`src/rtl/scan_hub_map.vh`:
```
`ifndef SCAN_HUB_MAP_VH
`define SCAN_HUB_MAP_VH
// TAP controller states
`define TAP_RESET 4'h0
`define TAP_IDLE 4'h1
`define TAP_SEL_DR 4'h2
`define TAP_CAP_DR 4'h3
`define TAP_SHIFT_DR 4'h4
`define TAP_EXIT1_DR 4'h5
`define TAP_PAUSE_DR 4'h6
`define TAP_EXIT2_DR 4'h7
`define TAP_UPD_DR 4'h8
`define TAP_SEL_IR 4'h9
`define TAP_CAP_IR 4'hA
`define TAP_SHIFT_IR 4'hB
`define TAP_EXIT1_IR 4'hC
`define TAP_PAUSE_IR 4'hD
`define TAP_EXIT2_IR 4'hE
`define TAP_UPD_IR 4'hF
// Physical instruction codes, arbitrary defaults
`define IR_LEN 10
`define DATA_PATH_SELECT_CODE 10'h00C
`define INSTRUCTION_PATH_SELECT_CODE 10'h00E
`define IR_CAPTURE 10'h001
// Node address width in the instruction path frame
`define NODE_ADDR_W 8
`define NODE_MAX 255
`endif

```
`src/rtl/virtual_scan_hub.v`:
```
`timescale 1ns/100ps
// Summary of operation
// - TDI bits shift into the selected chain; chain output drives TDO.
// - TAP steered by TMS; all scan logic timed on TCK edges.
// - Optional TRST input resets the TAP state machine.
// - Instruction value selects which data chain sits between TDI and TDO.
// - Instruction register and node frame have shift stage plus holding stage kept stable while shifting; bypass bit has no holding stage.
// - Instruction path code reaches node instruction; data path code reaches node data.
// - Node shifts travel only inside physical data-register scans.
// - Hub decodes TMS itself with its own TAP state machine copy.
// - At most one node holds the active TDI path at a time; none when no valid node address is loaded.
// - Hub controls node shift start/stop and hold/shift transfers.
// - Hub broadcasts decoded state and per-node enables to all nodes.
// - Hub supports up to 255 nodes.
// - Raw hub state is not exported; only decoded indicators.
// - Node instruction return sampled during node instruction capture.
// - Node instruction output loaded and held at node instruction update.
// - Node instruction width configurable 1 to 24 bits.
module virtual_scan_hub #(
    parameter NODES = 4,
    parameter NODE_IW = 4
) (
    input wire i_clk,
    input wire i_rst,
    input wire i_tck,
    input wire i_tms,
    input wire i_tdi,
    input wire i_trst_n,
    output reg o_tdo,
    input wire [NODES-1:0] i_node_tdo,
    input wire [NODES*NODE_IW-1:0] i_node_instruction_return,
    output reg [NODES*NODE_IW-1:0] o_node_instruction_out,
    output reg [NODES-1:0] o_node_enable,
    output reg o_node_tdi,
    output reg o_tck_rise,
    output reg o_state_cdr,
    output reg o_state_sdr,
    output reg o_state_e1dr,
    output reg o_state_pdr,
    output reg o_state_e2dr,
    output reg o_state_udr,
    output reg o_state_cir,
    output reg o_state_uir
);
    `include "scan_hub_map.vh"
    localparam FW = `NODE_ADDR_W + NODE_IW;

    // Pin synchronisers
    reg [1:0] tck_sync;
    reg [1:0] tms_sync;
    reg [1:0] tdi_sync;
    reg [1:0] trst_sync;
    reg tck_prev;
    wire tck_rise;
    wire tck_fall;

    always @(posedge i_clk or posedge i_rst)
    begin
        if (i_rst)
        begin
            tck_sync <= 2'h0;
            tms_sync <= 2'h3;
            tdi_sync <= 2'h0;
            trst_sync <= 2'h3;
            tck_prev <= 1'b0;
        end
        else
        begin
            tck_sync <= {tck_sync[0], i_tck};
            tms_sync <= {tms_sync[0], i_tms};
            tdi_sync <= {tdi_sync[0], i_tdi};
            trst_sync <= {trst_sync[0], i_trst_n};
            tck_prev <= tck_sync[1];
        end
    end
    assign tck_rise = tck_sync[1] && !tck_prev;
    assign tck_fall = !tck_sync[1] && tck_prev;

    ////////////////////////////////////////////////////////////////////////
    // TAP state machine copy
    reg [3:0] tap;
    reg [3:0] next_tap;

    always @*
    begin
        case (tap)
            `TAP_RESET: next_tap = tms_sync[1] ? `TAP_RESET : `TAP_IDLE;
            `TAP_IDLE: next_tap = tms_sync[1] ? `TAP_SEL_DR : `TAP_IDLE;
            `TAP_SEL_DR: next_tap = tms_sync[1] ? `TAP_SEL_IR : `TAP_CAP_DR;
            `TAP_CAP_DR: next_tap = tms_sync[1] ? `TAP_EXIT1_DR : `TAP_SHIFT_DR;
            `TAP_SHIFT_DR: next_tap = tms_sync[1] ? `TAP_EXIT1_DR : `TAP_SHIFT_DR;
            `TAP_EXIT1_DR: next_tap = tms_sync[1] ? `TAP_UPD_DR : `TAP_PAUSE_DR;
            `TAP_PAUSE_DR: next_tap = tms_sync[1] ? `TAP_EXIT2_DR : `TAP_PAUSE_DR;
            `TAP_EXIT2_DR: next_tap = tms_sync[1] ? `TAP_UPD_DR : `TAP_SHIFT_DR;
            `TAP_UPD_DR: next_tap = tms_sync[1] ? `TAP_SEL_DR : `TAP_IDLE;
            `TAP_SEL_IR: next_tap = tms_sync[1] ? `TAP_RESET : `TAP_CAP_IR;
            `TAP_CAP_IR: next_tap = tms_sync[1] ? `TAP_EXIT1_IR : `TAP_SHIFT_IR;
            `TAP_SHIFT_IR: next_tap = tms_sync[1] ? `TAP_EXIT1_IR : `TAP_SHIFT_IR;
            `TAP_EXIT1_IR: next_tap = tms_sync[1] ? `TAP_UPD_IR : `TAP_PAUSE_IR;
            `TAP_PAUSE_IR: next_tap = tms_sync[1] ? `TAP_EXIT2_IR : `TAP_PAUSE_IR;
            `TAP_EXIT2_IR: next_tap = tms_sync[1] ? `TAP_UPD_IR : `TAP_SHIFT_IR;
            `TAP_UPD_IR: next_tap = tms_sync[1] ? `TAP_SEL_DR : `TAP_IDLE;
            default: next_tap = `TAP_RESET;
        endcase
    end

    // Instruction register: shift and hold stages
    reg [`IR_LEN-1:0] ir_shift;
    reg [`IR_LEN-1:0] ir_hold;
    // Instruction-path frame: {node address, node instruction}
    reg [FW-1:0] frame_shift;
    reg [`NODE_ADDR_W-1:0] active_node;
    reg bypass_bit;
    wire sel_ipath;
    wire sel_dpath;
    wire [`NODE_ADDR_W-1:0] frame_addr;
    wire frame_addr_ok;
    integer n;
    integer m;

    assign sel_ipath = (ir_hold == `INSTRUCTION_PATH_SELECT_CODE);
    assign sel_dpath = (ir_hold == `DATA_PATH_SELECT_CODE);
    assign frame_addr = frame_shift[FW-1:NODE_IW];
    assign frame_addr_ok = (frame_addr != {`NODE_ADDR_W{1'b0}}) &&
        ({24'h00_0000, frame_addr} <= NODES) && (frame_addr <= `NODE_MAX);

    // Node instruction return of the addressed node
    function [NODE_IW-1:0] node_return;
        input [NODES*NODE_IW-1:0] all;
        input [`NODE_ADDR_W-1:0] addr;
        integer k;
        begin
            node_return = {NODE_IW{1'b0}};
            for (k = 0; k < NODES; k = k + 1)
                if (addr == k + 1)
                    node_return = all[k*NODE_IW +: NODE_IW];
        end
    endfunction

    // Scan events go through the buffer: {tdi, tap state}
    wire buf_in_ready;
    wire buf_valid;
    wire [4:0] buf_data;
    wire [3:0] ev_tap;
    wire ev_tdi;
    assign ev_tap = buf_data[3:0];
    assign ev_tdi = buf_data[4];

    always @(posedge i_clk or posedge i_rst)
    begin
        if (i_rst)
        begin
            tap <= `TAP_RESET;
            ir_shift <= {`IR_LEN{1'b0}};
            ir_hold <= {`IR_LEN{1'b0}};
            frame_shift <= {FW{1'b0}};
            active_node <= {`NODE_ADDR_W{1'b0}};
            o_node_instruction_out <= {NODES*NODE_IW{1'b0}};
            bypass_bit <= 1'b0;
        end
        else if (!trst_sync[1])
        begin
            tap <= `TAP_RESET;
            ir_hold <= {`IR_LEN{1'b0}};
            active_node <= {`NODE_ADDR_W{1'b0}};
        end
        else if (tck_rise && buf_in_ready)
        begin
            tap <= next_tap;
            case (tap)
                `TAP_RESET: ir_hold <= {`IR_LEN{1'b0}};
                `TAP_CAP_IR: ir_shift <= `IR_CAPTURE;
                `TAP_SHIFT_IR: ir_shift <= {tdi_sync[1], ir_shift[`IR_LEN-1:1]};
                `TAP_UPD_IR: ir_hold <= ir_shift;
                `TAP_CAP_DR:
                    if (sel_ipath)
                        frame_shift <= {active_node,
                            node_return(i_node_instruction_return, active_node)};
                `TAP_SHIFT_DR:
                begin
                    bypass_bit <= tdi_sync[1];
                    if (sel_ipath)
                        frame_shift <= {tdi_sync[1], frame_shift[FW-1:1]};
                end
                `TAP_UPD_DR:
                    if (sel_ipath)
                    begin
                        active_node <= frame_addr_ok ? frame_addr : {`NODE_ADDR_W{1'b0}};
                        for (n = 0; n < NODES; n = n + 1)
                            if (frame_addr_ok && frame_addr == n + 1)
                                o_node_instruction_out[n*NODE_IW +: NODE_IW] <=
                                    frame_shift[NODE_IW-1:0];
                    end
                default: ;
            endcase
        end
    end

    stage_buffer #(.WIDTH(5)) u_events (
        .i_clk(i_clk),
        .i_rst(i_rst),
        .i_valid(tck_rise && trst_sync[1]),
        .o_ready(buf_in_ready),
        .i_data({tdi_sync[1], tap}),
        .o_valid(buf_valid),
        .i_ready(1'b1),
        .o_data(buf_data)
    );

    ////////////////////////////////////////////////////////////////////////
    // Decoded node-facing state, two clocks after each TCK rise
    always @(posedge i_clk or posedge i_rst)
    begin
        if (i_rst)
        begin
            o_tck_rise <= 1'b0;
            o_node_tdi <= 1'b0;
            o_node_enable <= {NODES{1'b0}};
            o_state_cdr <= 1'b0;
            o_state_sdr <= 1'b0;
            o_state_e1dr <= 1'b0;
            o_state_pdr <= 1'b0;
            o_state_e2dr <= 1'b0;
            o_state_udr <= 1'b0;
            o_state_cir <= 1'b0;
            o_state_uir <= 1'b0;
        end
        else
        begin
            o_tck_rise <= buf_valid;
            if (buf_valid)
            begin
                o_node_tdi <= ev_tdi;
                for (m = 0; m < NODES; m = m + 1)
                    o_node_enable[m] <= (active_node == m + 1);
                // Data-path states, only while the data path code is loaded
                o_state_cdr <= sel_dpath && ev_tap == `TAP_CAP_DR;
                o_state_sdr <= sel_dpath && ev_tap == `TAP_SHIFT_DR;
                o_state_e1dr <= sel_dpath && ev_tap == `TAP_EXIT1_DR;
                o_state_pdr <= sel_dpath && ev_tap == `TAP_PAUSE_DR;
                o_state_e2dr <= sel_dpath && ev_tap == `TAP_EXIT2_DR;
                o_state_udr <= sel_dpath && ev_tap == `TAP_UPD_DR;
                // Instruction-path capture/update ride the physical DR scan
                o_state_cir <= sel_ipath && ev_tap == `TAP_CAP_DR;
                o_state_uir <= sel_ipath && ev_tap == `TAP_UPD_DR;
            end
        end
    end

    ////////////////////////////////////////////////////////////////////////
    // TDO changes on falling TCK, as the host samples on the rise
    always @(posedge i_clk or posedge i_rst)
    begin
        if (i_rst)
            o_tdo <= 1'b0;
        else if (tck_fall)
        begin
            if (tap == `TAP_SHIFT_IR)
                o_tdo <= ir_shift[0];
            else if (tap == `TAP_SHIFT_DR && sel_ipath)
                o_tdo <= frame_shift[0];
            else if (tap == `TAP_SHIFT_DR && sel_dpath && active_node != 0)
                o_tdo <= |(i_node_tdo & o_node_enable);
            else if (tap == `TAP_SHIFT_DR)
                o_tdo <= bypass_bit;
        end
    end
endmodule // virtual_scan_hub

```
`src/rtl/stage_buffer.v`:
```
`timescale 1ns/100ps
// Two-entry skid buffer
module stage_buffer #(
    parameter WIDTH = 2
) (
    input wire i_clk,
    input wire i_rst,
    input wire i_valid,
    output wire o_ready,
    input wire [WIDTH-1:0] i_data,
    output wire o_valid,
    input wire i_ready,
    output wire [WIDTH-1:0] o_data
);
    reg [WIDTH-1:0] mem [0:1];
    reg rd_ptr;
    reg wr_ptr;
    reg [1:0] count;
    wire push;
    wire pop;

    assign o_ready = (count != 2'd2);
    assign o_valid = (count != 2'd0);
    assign o_data = mem[rd_ptr];
    assign push = i_valid && o_ready;
    assign pop = o_valid && i_ready;

    always @(posedge i_clk or posedge i_rst)
    begin
        if (i_rst)
        begin
            rd_ptr <= 1'b0;
            wr_ptr <= 1'b0;
            count <= 2'd0;
            mem[0] <= {WIDTH{1'b0}};
            mem[1] <= {WIDTH{1'b0}};
        end
        else
        begin
            if (push)
            begin
                mem[wr_ptr] <= i_data;
                wr_ptr <= ~wr_ptr;
            end
            if (pop)
                rd_ptr <= ~rd_ptr;
            if (push && !pop)
                count <= count + 2'd1;
            else if (pop && !push)
                count <= count - 2'd1;
        end
    end
endmodule // stage_buffer

```
`config.mk`:
```
export PLATFORM = sky130hd
export DESIGN_NAME = virtual_scan_hub
export DESIGN_NICKNAME = d
export VERILOG_FILES = /design/src/rtl/virtual_scan_hub.v /design/src/rtl/stage_buffer.v
export VERILOG_INCLUDE_DIRS = /design/src /design/src/rtl
export SDC_FILE = /design/constraint.sdc
export NUM_CORES = 1
export LEC_CHECK = 0
export BUFFER_PORTS_ARGS = -buffer_cell sky130_fd_sc_hd__buf_4
export CAP_MARGIN = 20
export CORE_ASPECT_RATIO = 1.1
export CORE_MARGIN = 4
export CORE_UTILIZATION = 52
export DETAILED_ROUTE_END_ITERATION = 10
export GPL_TIMING_DRIVEN = 0
export PLACE_DENSITY = 0.76
export SYNTH_ARGS = -nofsm -noshare
export SYNTH_HDL_FRONTEND = slang
export SYNTH_SLANG_ARGS = --single-unit
```
`constraint.sdc`:
```
create_clock -name i_clk -period 2.9 [get_ports i_clk]
set_input_delay 0.29 -clock i_clk [delete_from_list [all_inputs] [get_ports i_clk]]
set_output_delay 0.29 -clock i_clk [all_outputs]
set_load 0.005 [all_outputs]
```
==> run summary, run 1 <==
run status: completed
largest net degree at the start of global routing: 52
Distinct cells, synth: 62
Hold Violations, Final: 0
crit share post-route: 86.0%
Setup WS pre-CTS: 412 ps
fin nets: 516
Clock transition at path regs: 90 ps
Setup CP Type: flip-flop to flip-flop
register area share after synthesis: 54.1%
vias in the first global route: 3406
post-route setup TNS: 0 ps
Vias/cell: 5.67
most frequent cells in the layout: dfrtp_1 (95), nand2_1 (60), buf_4 (56)
ys async rst share: 100%
Gate Count Post-Synth: 421
Ports: 57
largest area contributor in the netlist: dfrtp_1
pwr dens: 528 nW/um^2
Slew headroom: 30.9%
CTS tree: yes
# fillers: 707
initial drt markers: 148
TritonCTS Buffers: 9
drt total wl: 9990 microns
final setup vio count: 0
fin. max-slew vios: 0
Post-CTS Setup Bufs: 0
DP Area: 5170 sq um
Tmin final: 2500 ps
# port buffers: 56
Die ar.: 10400 sq um
Core Box Area: 8500 sq um
Mapped Nets: 448
antenna violations before repair: 0
# clock sinks: 99
worst vdd ir: 0.299 mV
critical-path cell list: clkbuf_1 > nor2_1 > nand3_1 > or4b_4 > nor2_1 > mux2_2
Clock Path Buffers: 2
most frequent CP cell: nor2_1
initial core utilization: 54.0%
DPL Wire Length: 7250 microns
Routed Antenna Nets: 0
GRT overflow: 0
share of post-route cells with drive strength above 1: 26.6%
total number of vias: 3417
commonest non-fill, non-tap cell in the layout: dfrtp_1
Remaining DRCs: 0
Startpoint Class: flip-flop
Worst Clk Skew: 14.1 ps
CP peak stage delay: 580 ps
depth of the CTS H-tree: 3
chip width: 97.5 microns
#FFs+latches synth: 99
row cnt: 35
post-route cell area: 5360 sq um
Max Cap Violations: 0
post-route worst setup slack: 405 ps
first-pass GRT wire length: 17200 microns
clock root buffer: clkbuf_8
Critical Path Fanout Max: 9
CP required: 3140 ps
Area growth syn-to-layout: 16.8%
min-delay worst type: input pin to asynchronous set/reset pin
DR pass1 iterations: 4
wire length per cell after detailed routing: 16.6 microns
WP data arrival: 2740 ps
hold_buf cts: 0
CP max stage cell: or4b_4
die height: 106 microns
top post-synthesis cells by area: dfrtp_1 (52%), mux2_2 (9.1%), nand2_1 (4.9%)
Post-synth EDFFs: 0
Synth top area share: 51.9%
Clk Latency, worst-skew pair: 360 ps
routability congestion estimate: 0.892
CTS resizes: 0
worst slew pin tran: 1020 ps
GRT Util Overall: 20.4%
leakage: 0.00248 uW
unrepaired setup endpoints after global routing: no
predominant post-synthesis flop cell: dfrtp_1
synthesized area: 4580 sq um
Inserted Diodes: 0
CP Capture Type: flip-flop
synthesized area per cell: 10.9 sq um
YS warnings: 0
Peak Freq: 401 MHz
==> cell type report <==
class	count	area, sq um	share of cell area [%]
Sequential cell	99	2480	46.4
Multi-Input combinational cell	281	1940	36.2
Timing Repair Buffer	57	448	8.36
Tap cell	111	139	2.59
Clock buffer	10	128	2.38
Buffer	21	87.6	1.64
Inverter	20	77.6	1.45
Clock inverter	4	53.8	1.00
==> kinds of logic (layout without fill, tap and decap cells) <==
kind of cell / Yosys count / count (layout) / synth area share [%]
buffers and inverters: 41 / 112 / 3.55
muxes: 47 / 47 / 11.7
adders and majority gates: 1 / 1 / 0.273
and+or+nand+nor: 150 / 150 / 17.9
DFF: 99 / 99 / 54.1
AOI/OAI and AO/OA: 78 / 78 / 11.5
xor gates and xnor gates: 5 / 5 / 0.955
==> sequential cells by signal, summed over array words and instances (netlist names), 2 cells and up <==
signal and flops:
active_node 8, frame_shift 12, ir_hold 10, ir_shift 10, o_node_enable 4, o_node_instruction_out 16, tap 4, tck_sync 2
tdi_sync 2, tms_sync 2, trst_sync 2, u_events.count 2, u_events.mem 10
==> synthesized netlist by cell type (4+ instances only) <==
cell type and number:
a22o_1 9, a22oi_1 7, nor2_1 16, nor3b_1 4, o31ai_1 6, o221ai_1 4
clkbuf_1 17, nor2b_1 6, mux2i_1 6, dfstp_2 4, nand3_1 18, mux2_2 37
inv_1 20, nand2_1 60, and2_1 9, o21ai_0 24, a21oi_1 9, mux2_4 4
dfrtp_1 95
==> through the flow <==
step / util (%) / hold slack, ps / power (uW) / std cells
2_1_floorplan: - / 294 / 1860 / 421
3_3_place_gp: 60.5 / 333 / 1980 / 588
3_5_place_dp: 60.9 / 348 / 2000 / 589
4_1_cts: 63.0 / 12.1 / 2850 / 603
5_1_grt: 63.0 / 6.99 / 2980 / 603
6_report: 63.0 / 4.95 / 2830 / 603
==> critical path: cells and delay by family, from the launching register on <==
kind                   cells  cell delay (ps)
multiplexers               1              380
flip-flops                 1              360
buffers and inverters      1              190
AND/OR/NAND/NOR            4             1450
==> per-layer routing <==
layer	up-vias	GRT usage [%]	share of wire [%]	wire length, microns
met4	0	5.24	1.2	122
met5	-	0	0	0
met2	73	34.0	50	5010
met1	1709	27.0	44	4390
li1	1623	-	-	-
met3	12	4.79	4.8	477
==> final timing paths <==
check | startpoint | to | slack (ps) | depth (start not counted)
worst max-delay path | tap[1]$_DFFE_PP0P_ | o_node_instruction_out[4]$_DFFE_PP0P_ | 400 | 6
worst min-delay path | i_rst | o_node_instruction_out[15]$_DFFE_PP0P_ | 5 | 2
worst max register to register | tap[1]$_DFFE_PP0P_ | o_node_instruction_out[4]$_DFFE_PP0P_ | 400 | 6
worst min register to register | tms_sync[0]$_DFF_PP1_ | tms_sync[1]$_DFF_PP1_ | 360 | 0
max in group asynchronous | i_rst | tms_sync[1]$_DFF_PP1_ | 2170 | 3
min in group i_clk | i_tdi | tdi_sync[0]$_DFF_PP0_ | 30 | 1
==> power by group <==
| group | switching [uW] | internal (uW) | total, uW | leakage (uW) |
|---|---|---|---|---|
| Sequential | 66.4 | 1470 | 1530 | 0.00131 |
| Combinational | 258 | 186 | 445 | 0.00108 |
| Clock | 457 | 391 | 849 | 0.0000844 |
| Total | 782 | 2040 | 2830 | 0.00248 |
No activity file was read; power rests on OpenSTA's default activity.
==> inputs of run 2 (changes only) <==
BUFFER_PORTS_ARGS = not set   (was -buffer_cell sky130_fd_sc_hd__buf_4)
CORE_UTILIZATION = 55   (was 52)
DONT_BUFFER_PORTS = 1   (was not set)
PLACE_DENSITY = 0.73   (was 0.76)
TNS_END_PERCENT = 20   (was not set)
==> run summary, run 2 (synthesized netlist as in run 1, its figures left out) <==
Startpoint Class: flip-flop
Critical Path Fanout Max: 9 (unchanged)
Max Cap Violations: 0 (unchanged)
Inserted Diodes: 0 (unchanged)
fin. max-slew vios: 0 (unchanged)
Slew headroom: 33.2% (+2.3 points)
Remaining DRCs: 0 (unchanged)
CP required: 3160 ps (+20 ps)
drt total wl: 9420 microns (-5.7%)
launch point of the worst path: tap[1]$_DFFE_PP0P_
Clock Path Buffers: 2 (unchanged)
DR pass1 iterations: 4 (unchanged)
Routed Antenna Nets: 0 (unchanged)
# clock sinks: 99 (unchanged)
initial drt markers: 166 (+12%)
Setup CP Type: flip-flop to flip-flop
wire length per cell after detailed routing: 17.1 microns (+3.2%)
unrepaired setup endpoints after global routing: no
WP data arrival: 2710 ps (-30 ps)
reg2reg start: tap[1]$_DFFE_PP0P_
Min-Delay Path Depth: 3
chip width: 95.1 microns (-2.5%)
CP Capture Type: flip-flop
Layout Cells excl Fill: 551 (-8.6%)
vias in the first global route: 3185 (-6.5%)
final setup vio count: 0 (unchanged)
clock root buffer: clkbuf_8
Clock transition at path regs: 90 ps (about the same)
pwr dens: 599 nW/um^2 (+14%)
Top reg by flops: o_node_instruction_out
top flop regs: o_node_instruction_out (16), frame_shift (12)
reg2reg setup slack: 440 ps (+40 ps)
CTS resizes: 0 (unchanged)
share of post-route cells with drive strength above 1: 17.6% (-9.0 points)
depth of the CTS H-tree: 3 (unchanged)
run status: completed
Clk Latency, worst-skew pair: 370 ps (about the same)
crit share post-route: 84.7% (-1.4 points)
commonest non-fill, non-tap cell in the layout: dfrtp_1
largest net degree at the start of global routing: 56 (+7.7%)
TritonCTS Buffers: 9 (unchanged)
Hold Violations, Final: 0 (unchanged)
initial core utilization: 57.3% (+3.4 points)
Hold WS: 289 ps (+284 ps)
fin nets: 465 (-9.9%)
# fillers: 659 (-6.8%)
row cnt: 34 (-2.9%)
die height: 104 microns (-2.6%)
Worst Clk Skew: 14.1 ps (-0.0158 ps)
Ports: 57 (unchanged)
CP Capture Point: o_node_instruction_out[9]$_DFFE_PP0P_
Vias/cell: 5.83 (+2.9%)
worst vdd ir: 0.309 mV (+3.4%)
Die ar.: 9860 sq um (-5.0%)
R2R Path End: o_node_instruction_out[9]$_DFFE_PP0P_
max FFs per register: 16 (unchanged)
GRT Util Overall: 20.0% (-0.35 points)
first-pass GRT wire length: 15700 microns (-8.8%)
# port buffers: 0 (-100%)
DPL Wire Length: 6730 microns (-7.2%)
Tmin final: 2460 ps (-39.9 ps)
Area growth syn-to-layout: 10.1%
min-delay worst type: input pin to flip-flop
GRT overflow: 0 (unchanged)
leakage: 0.00225 uW (-9.2%)
total number of vias: 3212 (-6.0%)
most frequent cells in the layout: dfrtp_1 (95), nand2_1 (60), mux2_2 (37)
worst slew pin tran: 988 ps (-33.9 ps)
Core Box Area: 8000 sq um (-5.9%)
placed cells: 530 (-10%)
CTS tree: yes
antenna violations before repair: 0 (unchanged)
R2R depth: 7 (+1)
routability congestion estimate: 0.887 (-0.55%)
Peak Freq: 407 MHz (+1.6%)
[run 2: cell count changes in the layout (fill, tap and decap cells not counted), sizes merged]
cell / previous run / this run
buf: 61 / 5
bufinv: 1 / 3
clkinvlp: 2 / 1
dlygate4sd3: 0 / 5
inv: 20 / 21
[run 2: worst max-delay path, stage by stage, from the launching register on]
cell and delay (ps):
dfrtp_1 370, clkbuf_1 180, nor2_1 390, nand3_1 170, or4b_4 580, or2_1 240, buf_6 130, mux2_4 290
[run 2: area by class of cell]
| cell class | instances | area [sq um] | share of cell area, % |
|---|---|---|---|
| buffer | 21 | 87.6 | 1.73 |
| clock buffer | 10 | 138 | 2.73 |
| clock inverter | 6 | 111 | 2.21 |
| inverter | 20 | 77.6 | 1.54 |
| multi-input combinational | 281 | 1940 | 38.4 |
| sequential | 99 | 2480 | 49.2 |
| tap | 108 | 135 | 2.68 |
| timing repair buffer | 6 | 77.6 | 1.54 |
[run 2: worst min path at each step]
stage | slack [ps] | from | to
2_1_floorplan | 290 | i_tms | tms_sync[0]$_DFF_PP1_
3_3_place_gp | 290 | i_trst_n | trst_sync[0]$_DFF_PP1_
3_5_place_dp | 260 | i_rst | o_node_instruction_out[0]$_DFFE_PP0P_
4_1_cts | 280 | i_node_instruction_return[13] | frame_shift[1]$_DFFE_PP0P_
5_1_grt | 320 | i_node_instruction_return[14] | frame_shift[2]$_DFFE_PP0P_
6_report | 290 | i_node_instruction_return[14] | frame_shift[2]$_DFFE_PP0P_
[run 2: metal layers]
| metal | part of all wire, % | vias up | GRT usage, % |
|---|---|---|---|
| li1 | - | 1529 | - |
| met5 | 0 | - | 0 |
| met4 | 1.0 | 0 | 4.95 |
| met1 | 47 | 1601 | 28.0 |
| met2 | 48 | 70 | 31.3 |
| met3 | 4.4 | 12 | 5.22 |
[run 2: where the power goes]
group,internal (uW),switching (uW),leakage (uW)
registers,1470,71.6,0.00131
logic,156,248,0.000818
clock network,598,485,0.000123
[run 2: what timing repair did]
| item | 4_1_cts | 5_1_grt |
|---|---|---|
| hold endpoints to repair | 48 | 0 |
| hold buffers | 5 | 0 |
| buffers inserted | 0 | 0 |
[run 2: stage by stage]
| stage | setup slack, ps | utilization, % | area, sq um | setup TNS [ps] | total power [uW] |
|---|---|---|---|---|---|
| 2_1_floorplan | 26.2 | - | 4580 | 0 | 1860 |
| 3_3_place_gp | -864 | 59.0 | 4720 | -81730 | 1940 |
| 3_5_place_dp | 455 | 59.4 | 4750 | 0 | 1960 |
| 4_1_cts | 447 | 63.1 | 5050 | 0 | 3040 |
| 5_1_grt | 280 | 63.1 | 5050 | 0 | 3150 |
| 6_report | 445 | 63.1 | 5050 | 0 | 3030 |
